### config.mk
export PLATFORM = sky130hd
export DESIGN_NAME = rucio_top
export DESIGN_NICKNAME = d
export VERILOG_FILES = /design/src/rucio_pkg.sv /design/src/rucio_in_filt.sv /design/src/rucio_top.sv
export SDC_FILE = /design/constraint.sdc
export NUM_CORES = 1
export LEC_CHECK = 0
export BUFFER_PORTS_ARGS = -buffer_cell sky130_fd_sc_hd__buf_2
export CORE_UTILIZATION = 28
export DETAILED_ROUTE_END_ITERATION = 8
export GPL_TIMING_DRIVEN = 0
export SETUP_SLACK_MARGIN = 0.15
export SLEW_MARGIN = 30
export SYNTH_ARGS = -nofsm -noshare
export SYNTH_HDL_FRONTEND = slang
export SYNTH_HIERARCHICAL = 1
export SYNTH_SLANG_ARGS = --single-unit
### constraint.sdc
create_clock -name SYS_CLK_I -period 5.4 [get_ports SYS_CLK_I]
set_input_delay 0.27 -clock SYS_CLK_I [delete_from_list [all_inputs] [get_ports SYS_CLK_I]]
set_output_delay 0.27 -clock SYS_CLK_I [all_outputs]
set_load 0.005 [all_outputs]
### src/rucio_pkg.sv
// constants shared by the remote user control block
package rucio_pkg;
	// clock and timing
	localparam int unsigned CLK_HZ         = 25_000_000;
	localparam int unsigned SYNC_PULSE_MS  = 10;
	localparam int unsigned SYNC_PULSE_CYC = CLK_HZ / 1000 * SYNC_PULSE_MS;
	localparam int unsigned FILT_TIME_US   = 20;
	localparam int unsigned FILT_CYC       = CLK_HZ / 1_000_000 * FILT_TIME_US;
	localparam int unsigned NUM_CH_DEF     = 3;
	localparam int unsigned ADDR_W         = 8;

	// register byte offsets
	localparam logic [7:0] OFF_CTRL     = 8'h00;
	localparam logic [7:0] OFF_CMD      = 8'h04;
	localparam logic [7:0] OFF_STATUS   = 8'h08;
	localparam logic [7:0] OFF_INT_STAT = 8'h0c;
	localparam logic [7:0] OFF_INT_MASK = 8'h10;

	// field positions, one byte lane per field, bit n of a lane is channel n
	localparam int unsigned FLD_W    = 8;
	localparam int unsigned FLD_LANE0 = 0;
	localparam int unsigned FLD_LANE1 = 8;
	localparam int unsigned FLD_LANE2 = 16;
	localparam int unsigned FLD_LANE3 = 24;

	// reset values
	localparam logic [7:0]  CTRL_EN_RST  = 8'hff;
	localparam logic [31:0] INT_MASK_RST = 32'h0000_0000;

	// bus responses
	localparam logic [1:0] RESP_OKAY   = 2'h0;
	localparam logic [1:0] RESP_SLVERR = 2'h2;
endpackage

### src/rucio_in_filt.sv
// two-stage synchroniser and stability filter for external inputs
module rucio_in_filt
	import rucio_pkg::*;
#(
	parameter int unsigned W    = 3,
	parameter int unsigned FLEN = FILT_CYC
) (
	input  wire logic         clk_i,
	input  wire logic         rst_i,
	input  wire logic         ce_i,
	input  wire logic [W-1:0] din_i,
	output logic      [W-1:0] dout_o
);
	localparam int unsigned FW = $clog2(FLEN + 1);
	localparam logic [FW-1:0] FLAST = FW'(FLEN - 1);

	typedef struct packed {
		logic [W-1:0]         sync1;
		logic [W-1:0]         sync2;
		logic [W-1:0]         flt;
		logic [W-1:0][FW-1:0] cnt;
	} rucio_filt_t;

	rucio_filt_t s;
	rucio_filt_t n;

	// sync1 feeds only sync2; the filter looks at sync2 alone
	always_comb begin
		n       = s;
		n.sync1 = din_i;
		n.sync2 = s.sync1;
		for (int i = 0; i < W; i++) begin
			if (s.sync2[i] == s.flt[i]) begin
				n.cnt[i] = '0;
			end else if (s.cnt[i] == FLAST) begin
				n.flt[i] = s.sync2[i];
				n.cnt[i] = '0;
			end else begin
				n.cnt[i] = s.cnt[i] + FW'(1);
			end
		end
	end

	always_ff @(posedge clk_i) begin
		if (rst_i) begin
			s <= '0;
		end else if (ce_i) begin
			s <= n;
		end
	end

	assign dout_o = s.flt;
endmodule // rucio_in_filt

### src/rucio_top.sv
// rear-panel remote on/off, inhibit, trigger and status logic with register access
//
// The AXI4-Lite register port and the register addresses are this design's own decisions.
module rucio_top
	import rucio_pkg::*;
#(
	parameter int unsigned NCH      = NUM_CH_DEF,
	parameter int unsigned PULSE_LEN = SYNC_PULSE_CYC,
	parameter int unsigned FILT_LEN = FILT_CYC
) (
	input  wire logic              SYS_CLK_I,
	input  wire logic              RST_I,
	input  wire logic              CE_I,
	// external pins
	input  wire logic [NCH-1:0]    CHAN_OUTPUT_ENABLE_I,
	input  wire logic [NCH-1:0]    CHAN_INHIBIT_CLOSED_I,
	input  wire logic [NCH-1:0]    CHAN_TRIGGER_I,
	output logic      [NCH-1:0]    CHAN_SYNC_PULSE_O,
	output logic      [NCH-1:0]    CHAN_REGULATION_MODE_O,
	output logic      [NCH-1:0]    CHAN_OUTPUT_ON_O,
	output logic      [NCH-1:0]    CHAN_FAULT_LINE_O,
	// internal supply logic, same clock
	input  wire logic [NCH-1:0]    CHAN_CC_MODE_I,
	input  wire logic [NCH-1:0]    CHAN_FAULT_I,
	output logic      [NCH-1:0]    CHAN_TRIGGER_EVENT_O,
	output logic                   IRQ_O,
	// register bus
	input  wire logic [ADDR_W-1:0] S_AXI_AWADDR_I,
	input  wire logic              S_AXI_AWVALID_I,
	output logic                   S_AXI_AWREADY_O,
	input  wire logic [31:0]       S_AXI_WDATA_I,
	input  wire logic [3:0]        S_AXI_WSTRB_I,
	input  wire logic              S_AXI_WVALID_I,
	output logic                   S_AXI_WREADY_O,
	output logic [1:0]             S_AXI_BRESP_O,
	output logic                   S_AXI_BVALID_O,
	input  wire logic              S_AXI_BREADY_I,
	input  wire logic [ADDR_W-1:0] S_AXI_ARADDR_I,
	input  wire logic              S_AXI_ARVALID_I,
	output logic                   S_AXI_ARREADY_O,
	output logic [31:0]            S_AXI_RDATA_O,
	output logic [1:0]             S_AXI_RRESP_O,
	output logic                   S_AXI_RVALID_O,
	input  wire logic              S_AXI_RREADY_I
);
	localparam int unsigned CW = $clog2(PULSE_LEN + 1);
	localparam logic [CW-1:0] PLAST = CW'(PULSE_LEN - 1);
	localparam logic [31:0] LANE_MASK = 32'((64'h1 << NCH) - 64'h1);
	localparam logic [31:0] INT_VALID = (LANE_MASK << FLD_LANE0) | (LANE_MASK << FLD_LANE1)
		| (LANE_MASK << FLD_LANE2);

	typedef struct packed {
		logic                 awready;
		logic                 wready;
		logic                 aw_got;
		logic                 w_got;
		logic                 bvalid;
		logic [1:0]           bresp;
		logic [ADDR_W-1:0]    waddr;
		logic [31:0]          wdata;
		logic [3:0]           wstrb;
		logic                 arready;
		logic                 rvalid;
		logic [1:0]           rresp;
		logic [31:0]          rdata;
		logic [NCH-1:0]       ctrl_en;
		logic [31:0]          int_stat;
		logic [31:0]          int_mask;
		logic                 irq;
		logic [NCH-1:0]       en_q;
		logic [NCH-1:0]       trg_q;
		logic [NCH-1:0]       flt_q;
		logic [NCH-1:0]       latch;
		logic [NCH-1:0]       out_on;
		logic [NCH-1:0]       sync;
		logic [NCH-1:0][CW-1:0] cnt;
		logic [NCH-1:0]       trig_evt;
		logic [NCH-1:0]       cc;
		logic [NCH-1:0]       fault;
	} rucio_state_t;

	rucio_state_t s_r;
	rucio_state_t s_nxt;

	logic [3*NCH-1:0] pins_flt;
	logic [NCH-1:0]   en_f;
	logic [NCH-1:0]   inh_f;
	logic [NCH-1:0]   trg_f;

	// pins are asynchronous to the control clock
	rucio_in_filt #(
		.W    (3 * NCH),
		.FLEN (FILT_LEN)
	) u_filt (
		.clk_i  (SYS_CLK_I),
		.rst_i  (RST_I),
		.ce_i   (CE_I),
		.din_i  ({CHAN_TRIGGER_I, CHAN_INHIBIT_CLOSED_I, CHAN_OUTPUT_ENABLE_I}),
		.dout_o (pins_flt)
	);

	assign en_f  = pins_flt[NCH-1:0];
	assign inh_f = pins_flt[2*NCH-1:NCH];
	assign trg_f = pins_flt[3*NCH-1:2*NCH];

	// byte-lane merge for partial writes
	function automatic logic [31:0] rucio_merge(input logic [31:0] old_v, input logic [31:0] new_v,
		input logic [3:0] strb);
		logic [31:0] r;
		r = old_v;
		for (int b = 0; b < 4; b++) begin
			if (strb[b]) begin
				r[8*b +: 8] = new_v[8*b +: 8];
			end
		end
		return r;
	endfunction

	// next-state logic: bus slave, channel control, interrupts
	always_comb begin
		logic [NCH-1:0] cmd_on;
		logic [31:0]    int_set;
		logic [31:0]    int_clr;
		logic [31:0]    wd;
		logic [31:0]    status_w;
		logic [31:0]    ctrl_w;
		logic           turn_on;
		logic           on;
		cmd_on   = '0;
		int_set  = '0;
		int_clr  = '0;
		wd       = '0;
		status_w = '0;
		ctrl_w   = '0;
		turn_on  = 1'b0;
		on       = 1'b0;
		s_nxt    = s_r;
		s_nxt.trig_evt = '0;

		// write channel: address and data accepted in either order
		if (S_AXI_AWVALID_I && s_r.awready) begin
			s_nxt.aw_got = 1'b1;
			s_nxt.waddr  = S_AXI_AWADDR_I;
		end
		if (S_AXI_WVALID_I && s_r.wready) begin
			s_nxt.w_got = 1'b1;
			s_nxt.wdata = S_AXI_WDATA_I;
			s_nxt.wstrb = S_AXI_WSTRB_I;
		end
		if (s_r.bvalid && S_AXI_BREADY_I) begin
			s_nxt.bvalid = 1'b0;
		end
		if (s_r.aw_got && s_r.w_got && !s_r.bvalid) begin
			s_nxt.aw_got = 1'b0;
			s_nxt.w_got  = 1'b0;
			s_nxt.bvalid = 1'b1;
			s_nxt.bresp  = RESP_OKAY;
			ctrl_w = 32'(s_r.ctrl_en);
			unique case (s_r.waddr)
				OFF_CTRL: begin
					wd = rucio_merge(ctrl_w, s_r.wdata, s_r.wstrb);
					s_nxt.ctrl_en = wd[NCH-1:0];
				end
				OFF_CMD: begin
					// write-one pulse, the user's fresh turn-on command
					wd = rucio_merge(32'h0000_0000, s_r.wdata, s_r.wstrb);
					cmd_on = wd[NCH-1:0];
				end
				OFF_INT_MASK: begin
					wd = rucio_merge(s_r.int_mask, s_r.wdata, s_r.wstrb);
					s_nxt.int_mask = wd & INT_VALID;
				end
				OFF_STATUS, OFF_INT_STAT: begin
					s_nxt.bresp = RESP_OKAY; // read-only, write ignored
				end
				default: begin
					s_nxt.bresp = RESP_SLVERR;
				end
			endcase
		end
		s_nxt.awready = !s_nxt.aw_got && !s_nxt.bvalid;
		s_nxt.wready  = !s_nxt.w_got && !s_nxt.bvalid;

		// read channel, one outstanding read
		status_w[FLD_LANE0 +: NCH] = s_r.out_on;
		status_w[FLD_LANE1 +: NCH] = s_r.latch;
		status_w[FLD_LANE2 +: NCH] = s_r.cc;
		status_w[FLD_LANE3 +: NCH] = s_r.fault;
		if (s_r.rvalid && S_AXI_RREADY_I) begin
			s_nxt.rvalid = 1'b0;
		end
		if (S_AXI_ARVALID_I && s_r.arready) begin
			s_nxt.rvalid = 1'b1;
			s_nxt.rresp  = RESP_OKAY;
			unique case (S_AXI_ARADDR_I)
				OFF_CTRL:     s_nxt.rdata = 32'(s_r.ctrl_en);
				OFF_CMD:      s_nxt.rdata = 32'h0000_0000;
				OFF_STATUS:   s_nxt.rdata = status_w;
				OFF_INT_STAT: begin
					s_nxt.rdata = s_r.int_stat;
					int_clr     = s_r.int_stat; // read clears what was returned
				end
				OFF_INT_MASK: s_nxt.rdata = s_r.int_mask;
				default: begin
					s_nxt.rdata = 32'h0000_0000;
					s_nxt.rresp = RESP_SLVERR;
				end
			endcase
		end
		s_nxt.arready = !s_nxt.rvalid;

		// per-channel output control
		for (int c = 0; c < NCH; c++) begin
			s_nxt.en_q[c]  = en_f[c];
			s_nxt.trg_q[c] = trg_f[c];
			// edge of the on/off input or a software command counts as fresh turn-on
			turn_on = (en_f[c] && !s_r.en_q[c]) || cmd_on[c];
			if (!inh_f[c]) begin
				s_nxt.latch[c] = 1'b1;
			end else if (turn_on) begin
				s_nxt.latch[c] = 1'b0;
			end
			if (s_nxt.latch[c] && !s_r.latch[c]) begin
				int_set[FLD_LANE1 + c] = 1'b1;
			end
			// on only with valid high level, contact closed, not latched and enabled
			on = en_f[c] && inh_f[c] && !s_nxt.latch[c] && s_r.ctrl_en[c];
			s_nxt.out_on[c] = on;

			// restart on every change so back-to-back changes stretch the pulse
			if (on != s_r.out_on[c]) begin
				s_nxt.cnt[c]  = PLAST;
				s_nxt.sync[c] = 1'b1;
			end else if (s_r.cnt[c] != '0) begin
				s_nxt.cnt[c] = s_r.cnt[c] - CW'(1);
			end else begin
				s_nxt.sync[c] = 1'b0;
			end

			// one event per rising edge of the filtered trigger
			if (trg_f[c] && !s_r.trg_q[c]) begin
				s_nxt.trig_evt[c] = 1'b1;
				int_set[FLD_LANE0 + c] = 1'b1;
			end

			// status from the regulation loop and fault monitor
			s_nxt.cc[c]    = CHAN_CC_MODE_I[c];
			s_nxt.fault[c] = CHAN_FAULT_I[c];
			s_nxt.flt_q[c] = CHAN_FAULT_I[c];
			if (CHAN_FAULT_I[c] && !s_r.flt_q[c]) begin
				int_set[FLD_LANE2 + c] = 1'b1;
			end
		end

		// sticky status: a new event wins over a read clear in the same cycle
		s_nxt.int_stat = ((s_r.int_stat & ~int_clr) | int_set) & INT_VALID;
		s_nxt.irq      = |(s_nxt.int_stat & s_nxt.int_mask);
	end

	// single state register; clock enable freezes everything
	always_ff @(posedge SYS_CLK_I) begin
		if (RST_I) begin
			s_r          <= '0;
			s_r.awready  <= 1'b1;
			s_r.wready   <= 1'b1;
			s_r.arready  <= 1'b1;
			s_r.ctrl_en  <= CTRL_EN_RST[NCH-1:0];
			s_r.int_mask <= INT_MASK_RST;
			s_r.latch    <= '1; // output stays off until a first turn-on
		end else if (CE_I) begin
			s_r <= s_nxt;
		end
	end

	// outputs straight from the state register
	assign CHAN_SYNC_PULSE_O      = s_r.sync;
	assign CHAN_REGULATION_MODE_O = s_r.cc;
	assign CHAN_OUTPUT_ON_O       = s_r.out_on;
	assign CHAN_FAULT_LINE_O      = s_r.fault;
	assign CHAN_TRIGGER_EVENT_O   = s_r.trig_evt;
	assign IRQ_O                  = s_r.irq;
	assign S_AXI_AWREADY_O        = s_r.awready;
	assign S_AXI_WREADY_O         = s_r.wready;
	assign S_AXI_BRESP_O          = s_r.bresp;
	assign S_AXI_BVALID_O         = s_r.bvalid;
	assign S_AXI_ARREADY_O        = s_r.arready;
	assign S_AXI_RDATA_O          = s_r.rdata;
	assign S_AXI_RRESP_O          = s_r.rresp;
	assign S_AXI_RVALID_O         = s_r.rvalid;
endmodule // rucio_top

=== Word level (Yosys, flattened, before mapping) ===
Cells that the tools add are included.

* Flip-flop bits (word level): 304
* Bits of input ports: 75
* Output and inout bits: 57
* Logic and storage cells: 255

* $add $sub $neg: 12
* Equality and inequality tests: 32
* Mux-type cells: 64
* Bitwise logic cells: 13
* Reduce and logical (&&, ||, !) cells: 84

{| class="wikitable"
|+ Operators with widths
! operator !! number
|-
| $mux W9 || 18
|-
| $pmux W32 S4 || 1
|-
| $mux W18 || 6
|-
| $add A9 B1 Y9 const B || 9
|-
| $eq A9 B9 Y1 const B || 9
|-
| $mux W32 || 2
|-
| $reduce_bool A18 Y1 || 3
|-
| $sub A18 B1 Y18 const B || 3
|-
| $mux W19 || 2
|-
| $mux W35 || 1
|-
| $and A19 B32 Y32 || 1
|-
| $eq A8 B4 Y1 const B || 4
|-
| $reduce_or A32 Y1 || 1
|-
| $logic_and A1 B1 Y1 || 30
|-
| $reduce_and A3 Y1 || 9
|-
| $mux W1 || 25
|-
| $logic_not A1 Y1 || 20
|-
| $reduce_and A2 Y1 || 10
|-
| $and A19 B19 Y19 || 1
|-
| $not A19 Y19 || 1
|-
| $or A19 B19 Y19 || 1
|-
| $mux W3 || 6
|-
| $eq A8 B3 Y1 const B || 2
|-
| $eq A8 B5 Y1 const B || 2
|-
| other kinds (11) || 38
|}

=== Depth between registers and ports, before layout ===
* Depth after elaboration: 12
* Mapped depth: 9
* Mapped depth without buffers: 8

=== Cells and area by module ===
Netlist, hierarchy kept.

{| class="wikitable"
|+ Modules (own cells, without submodules)
! module !! instances !! cells each !! area an instance (sq um)
|-
| rucio_top || 1 || 928 || 7470.9
|-
| rucio_in_filt || 1 || 587 || 5162.5
|}

=== Worst setup path after synthesis ===
OpenSTA, ideal clock, no wires.

* Path type: register -> register
* From: reg s_r[45] (netlist name)
* To: reg s_r[56] (netlist name)
* Data arrival time: 2088 ps
* Path slack: 3196 ps
* Cell stages (with the launch flop): 10
* Period minus slack after synthesis: 2204 ps
* Cells stage by stage: dfxtp_1 -> inv_1 -> ha_1 -> or4b_1 -> or3_1 -> buf_4 -> o211ai_2 -> nor3_1 -> and3_1 -> a31o_1

* Word-level cells in the longest chain between the ends: 3
* Elaborated cells between the ends (all ways): 6

{| class="wikitable"
|+ Ends and longest elaborated chain
! what !! line !! source
|-
| from (decl) || rucio_top.sv:82 || <nowiki>rucio_state_t s_r;</nowiki>
|-
| from (signal assigned) || rucio_top.sv:271 || <nowiki>s_r <= s_nxt;</nowiki>
|-
| $sub A18 B1 Y18 / $reduce_bool A18 Y1 (equally long branches) || rucio_top.sv:235, rucio_top.sv:234 ||
|-
| $mux W18 / $reduce_bool A2 Y1 (equally long branches) || n/a ||
|-
| $mux W18 / $reduce_and A2 Y1 (equally long branches) || n/a ||
|}

Several ways; a longest one is shown, not always the timed one. The select of a mux whose other input is x is not followed.
A chain may end at the register's enable or synchronous reset.

=== Worst setup path after layout ===
* From: reg s_r, in the netlist S_AXI_BVALID_O
* To: reg s_r[35] (netlist name)

* Word-level cells in the longest chain between the ends: 12
* Elaborated cells between the ends (all ways): 13

{| class="wikitable"
|+ Ends and longest elaborated chain
! what !! line !! source
|-
| $logic_not A1 Y1 (*) || rucio_top.sv:153 || <nowiki>if (s_r.aw_got && s_r.w_got && !s_r.bvalid) begin</nowiki>
|-
| $logic_and A1 B1 Y1 (*) || rucio_top.sv:153 ||
|-
| $mux W3 (*) || rucio_top.sv:153 ||
|-
| $logic_or A1 B1 Y1 (*) || rucio_top.sv:217 || <nowiki>turn_on = (en_f[c] && !s_r.en_q[c]) || cmd_on[c];</nowiki>
|-
| $mux W1 (*) || rucio_top.sv:220 || <nowiki>end else if (turn_on) begin</nowiki>
|-
| $mux W1 (*) || rucio_top.sv:218 || <nowiki>if (!inh_f[c]) begin</nowiki>
|-
| $logic_not A1 Y1 (*) || rucio_top.sv:227 || <nowiki>on = en_f[c] && inh_f[c] && !s_nxt.latch[c] && s_r.ctrl_en[c];</nowiki>
|-
| $logic_and A1 B1 Y1 (*) (2 in series) || rucio_top.sv:227 ||
|-
| $ne A1 B1 Y1 (*) || rucio_top.sv:231 || <nowiki>if (on != s_r.out_on[c]) begin</nowiki>
|-
| $reduce_bool A2 Y1 (no source line) || n/a ||
|-
| $reduce_and A2 Y1 (no source line) || n/a ||
|}

Mark *: on every way between the ends. The rest lies on a longest branch, timed or not.

==> results.sh <==
export IMPL_report_final_hold_viol_count=0
export IMPL_instances_no_fill=2299
export IMPL_achievable_frequency_ghz=0.396
export IMPL_placement_setup_worst_slack_ps=2650
export IMPL_portBuffers=84
export IMPL_grt_pass1_vias=11100
export IMPL_die_h_um=214
export IMPL_timing_hold_worst_class="input pin to flop"
export IMPL_totalPowerFinal_mw=6.02
export IMPL_synth_area_leader_cell="sky130_fd_sc_hd__dfxtp_1"
export IMPL_critPathCaptureType="flop"
export IMPL_grt_max_degree=15
export IMPL_final_max_slew_violation_count=0
export IMPL_drt_wl_total_um=38200
export IMPL_rsz0062_at_grt="no"
export IMPL_yosys_cell_count_top_type="sky130_fd_sc_hd__dfxtp_1"
export IMPL_filler_cell_count=4657
export IMPL_synth_cell_type_count=106
export IMPL_cts_sink_count=249
export IMPL_setup_violating_endpoint_count_in_the_final_report=0
export IMPL_antenna_cells_inserted=0
export IMPL_share_of_the_synthesized_area_in_the_top_cell_type=0.395
export IMPL_place_detailed_instances=2212
export IMPL_power_per_cell_area_mw_per_mm2=397
export IMPL_cts_buffers=28
export IMPL_fin_worst_skew_ps=31.4
export IMPL_max_vdd_ir_drop_mv=0.304
export IMPL_avgViaCountPerCell=5.11
export IMPL_cap_violations=0
export IMPL_post_cts_setup_buffer_count=0
export IMPL_die_area_mm2=0.0460
export IMPL_clock_tree_htree_level_count=1
export IMPL_critical_path_arrival_ps=3020
export IMPL_synth_async_sr_flop_share=0
export IMPL_cp_data_required_time_ps=5890
export IMPL_number_of_antenna_violations_at_the_first_check_in_global_routing=0
export IMPL_kind_of_critical_path="flop to flop"
export IMPL_timing_reg2reg_setup_slack_ps=2870
export IMPL_grt_first_pass_wirelength_um=60100
export IMPL_syn_avg_cell_area_um2=8.34
export IMPL_drt_antenna_violating_nets=0
export IMPL_crit_fanout=10
export IMPL_cellLeakagePower_nw=5.84
export IMPL_synthesis_yosys_warnings=6
export IMPL_detail_route_drc_violations=0
export IMPL_drt_pre_antenna_iters=6
export IMPL_post_drt_wl_per_cell_um=16.6
export IMPL_core_area_mm2=0.0443
export IMPL_hold_ws_ps=37.0
export IMPL_ys_top_cells_by_count="sky130_fd_sc_hd__dfxtp_1 (249), sky130_fd_sc_hd__nand2_1 (195), sky130_fd_sc_hd__nor2_1 (146), sky130_fd_sc_hd__a21oi_1 (137)"
export IMPL_routabilityCongestion=0.858
export IMPL_fin_setup_tns_ps=0
export IMPL_cts_tree="yes"
export IMPL_global_route_usage_total=0.162
export IMPL_post_cts_resized=0
export IMPL_ios=132
export IMPL_synth_area_leaders="sky130_fd_sc_hd__dfxtp_1 (39%), sky130_fd_sc_hd__nand2_1 (5.8%), sky130_fd_sc_hd__a21oi_1 (5.4%)"
export IMPL_layout_min_cycle_time_ps=2530
export IMPL_start_kind="flop"
export IMPL_synth_sequential_area_ratio=0.395
export IMPL_number_of_enable_flip_flop_cells_after_synthesis=0
export IMPL_total_number_of_vias=11700
export IMPL_drt_initial_drc_count=856
export IMPL_dp_hpwl_um=27800
export IMPL_die_width_um=214
export IMPL_layout_cells_sized_above_1=0.161
export IMPL_synthesis_instances=1515
export IMPL_row_count=77
export IMPL_timing_max_slew_rel_slack=0.382
export IMPL_synthToLayoutAreaGrowth_pct=19.9
export IMPL_synth_seq_cells=249
export IMPL_cell_area_after_technology_mapping_mm2=0.0126
export IMPL_synthFlopType="sky130_fd_sc_hd__dfxtp_1"
export IMPL_status="finished, final reports clean"
export IMPL_initial_utilization=0.285
export IMPL_clock_insertion_delay_worst_skew_ps=570
export IMPL_ctsRootBufferMaster="sky130_fd_sc_hd__clkbuf_16"
export IMPL_timing_worst_slew_pin_value_ps=927
export IMPL_cts_clk_slew_worst_paths_ps=60
export IMPL_fin_nets=1772
export IMPL_post_route_period_util=0.468
export IMPL_cts_root_to_sink_buffers=3
export IMPL_final_critical_path_setup_slack_ps=2870
export IMPL_grt_overflow_total=0
## layout make-up
type	instances	area [um^2]	area share
multi-input combinational	1114	6760	0.446
sequential	249	4980	0.329
buffer	140	853	0.0564
clock buffer	42	823	0.0544
timing repair buffer	119	771	0.0509
tap	592	741	0.0489
inverter	33	124	0.00818
clock inverter	10	88.8	0.00587
## final timing paths
path                                startpoint        endpoint  depth (start not counted)
worst min-delay path            S_AXI_RREADY_I  S_AXI_RVALID_O                          4
worst min register to register    u_filt/s[35]    u_filt/s[35]                          1
worst max-delay path            S_AXI_BVALID_O         s_r[35]                          8
worst max register to register  S_AXI_BVALID_O         s_r[35]                          8
## cell families (layout without fill, tap and decap cells)
| kind of cell | count (synthesis) | count (layout) | synth area share |
|---|---|---|---|
| adders and majority gates | 12 | 12 | 0.0119 |
| muxes | 60 | 60 | 0.0479 |
| xor gates and xnor gates | 49 | 49 | 0.0340 |
| buffers and inverters | 173 | 344 | 0.0773 |
| DFF | 249 | 249 | 0.395 |
| and+or+nand+nor | 621 | 621 | 0.251 |
| AOI/OAI and AO/OA | 350 | 350 | 0.183 |
| other | 1 | 22 | 0.000297 |
## repair_timing
item                                    in CTS  in global routing
hold endpoints to repair                    35                  0
hold buffers                                35                  0
endpoints found under the setup margin       0                  0
## per-stage QoR
step | area [um^2] | util
CTS | 15100 | 0.342
global route | 15100 | 0.342
floorplan | 12700 | -
global placement | 13900 | 0.313
detailed placement | 13900 | 0.313
finish | 15100 | 0.342
## routing by layer
| layer | part of all wire | GRT usage |
|---|---|---|
| met5 | 0 | 0 |
| met4 | 0.032 | 0.0536 |
| met3 | 0.051 | 0.0214 |
| met2 | 0.48 | 0.278 |
| met1 | 0.44 | 0.207 |
## placed cells by master, fill, tap and decap left out, types with 7 or more instances in the layout
cell,n
sky130_fd_sc_hd__xnor2_1,24
sky130_fd_sc_hd__nor2_1,146
sky130_fd_sc_hd__nor3_1,35
sky130_fd_sc_hd__buf_4,65
sky130_fd_sc_hd__nand2_1,195
sky130_fd_sc_hd__xor2_1,25
sky130_fd_sc_hd__and3_1,20
sky130_fd_sc_hd__or4_1,12
sky130_fd_sc_hd__a31oi_1,34
sky130_fd_sc_hd__nand4_1,27
sky130_fd_sc_hd__buf_6,7
sky130_fd_sc_hd__clkinv_2,7
sky130_fd_sc_hd__and2_1,9
sky130_fd_sc_hd__nor4_1,11
sky130_fd_sc_hd__nand3_1,65
sky130_fd_sc_hd__clkbuf_1,52
sky130_fd_sc_hd__nand2b_1,11
sky130_fd_sc_hd__nor2b_1,9
sky130_fd_sc_hd__clkbuf_8,7
sky130_fd_sc_hd__dlygate4sd3_1,35
sky130_fd_sc_hd__o21a_1,8
sky130_fd_sc_hd__inv_1,33
sky130_fd_sc_hd__o21ai_1,11
sky130_fd_sc_hd__mux2i_1,56
sky130_fd_sc_hd__and4_1,9
sky130_fd_sc_hd__ha_1,12
sky130_fd_sc_hd__conb_1,22
sky130_fd_sc_hd__buf_2,99
sky130_fd_sc_hd__clkbuf_16,28
sky130_fd_sc_hd__a21oi_1,137
sky130_fd_sc_hd__or3_1,11
sky130_fd_sc_hd__a211oi_1,10
sky130_fd_sc_hd__a22oi_1,16
sky130_fd_sc_hd__nand3b_1,7
sky130_fd_sc_hd__o21ai_0,40
sky130_fd_sc_hd__dfxtp_1,249
## registers in the layout (all words and copies together), names as in the netlist, 3 cells and up
name	flops
s_r	106
u_filt/s	90
S_AXI_RDATA_O	12
u_filt/dout_o	9
u_filt/n	9
CHAN_FAULT_LINE_O	3
CHAN_OUTPUT_ON_O	3
CHAN_REGULATION_MODE_O	3
CHAN_SYNC_PULSE_O	3
CHAN_TRIGGER_EVENT_O	3
## worst max-delay path, stage by stage, from the launching register on
cell                        delay (ps)
sky130_fd_sc_hd__dfxtp_1           380
sky130_fd_sc_hd__and3b_1           210
sky130_fd_sc_hd__buf_6             130
sky130_fd_sc_hd__a41oi_2           230
sky130_fd_sc_hd__a21oi_2           130
sky130_fd_sc_hd__xnor2_1           580
sky130_fd_sc_hd__buf_2             360
sky130_fd_sc_hd__o2111ai_1         190
sky130_fd_sc_hd__a31oi_1           230
## power by group
group	total [mW]	leakage, nW	internal [mW]	switching [mW]
Clock	1.90	0.452	1.10	0.797
Combinational	1.89	3.37	0.780	1.11
Sequential	2.24	2.02	2.03	0.205
Total	6.02	5.84	3.91	2.11
Note: power is estimated with default switching activity, not from simulation.
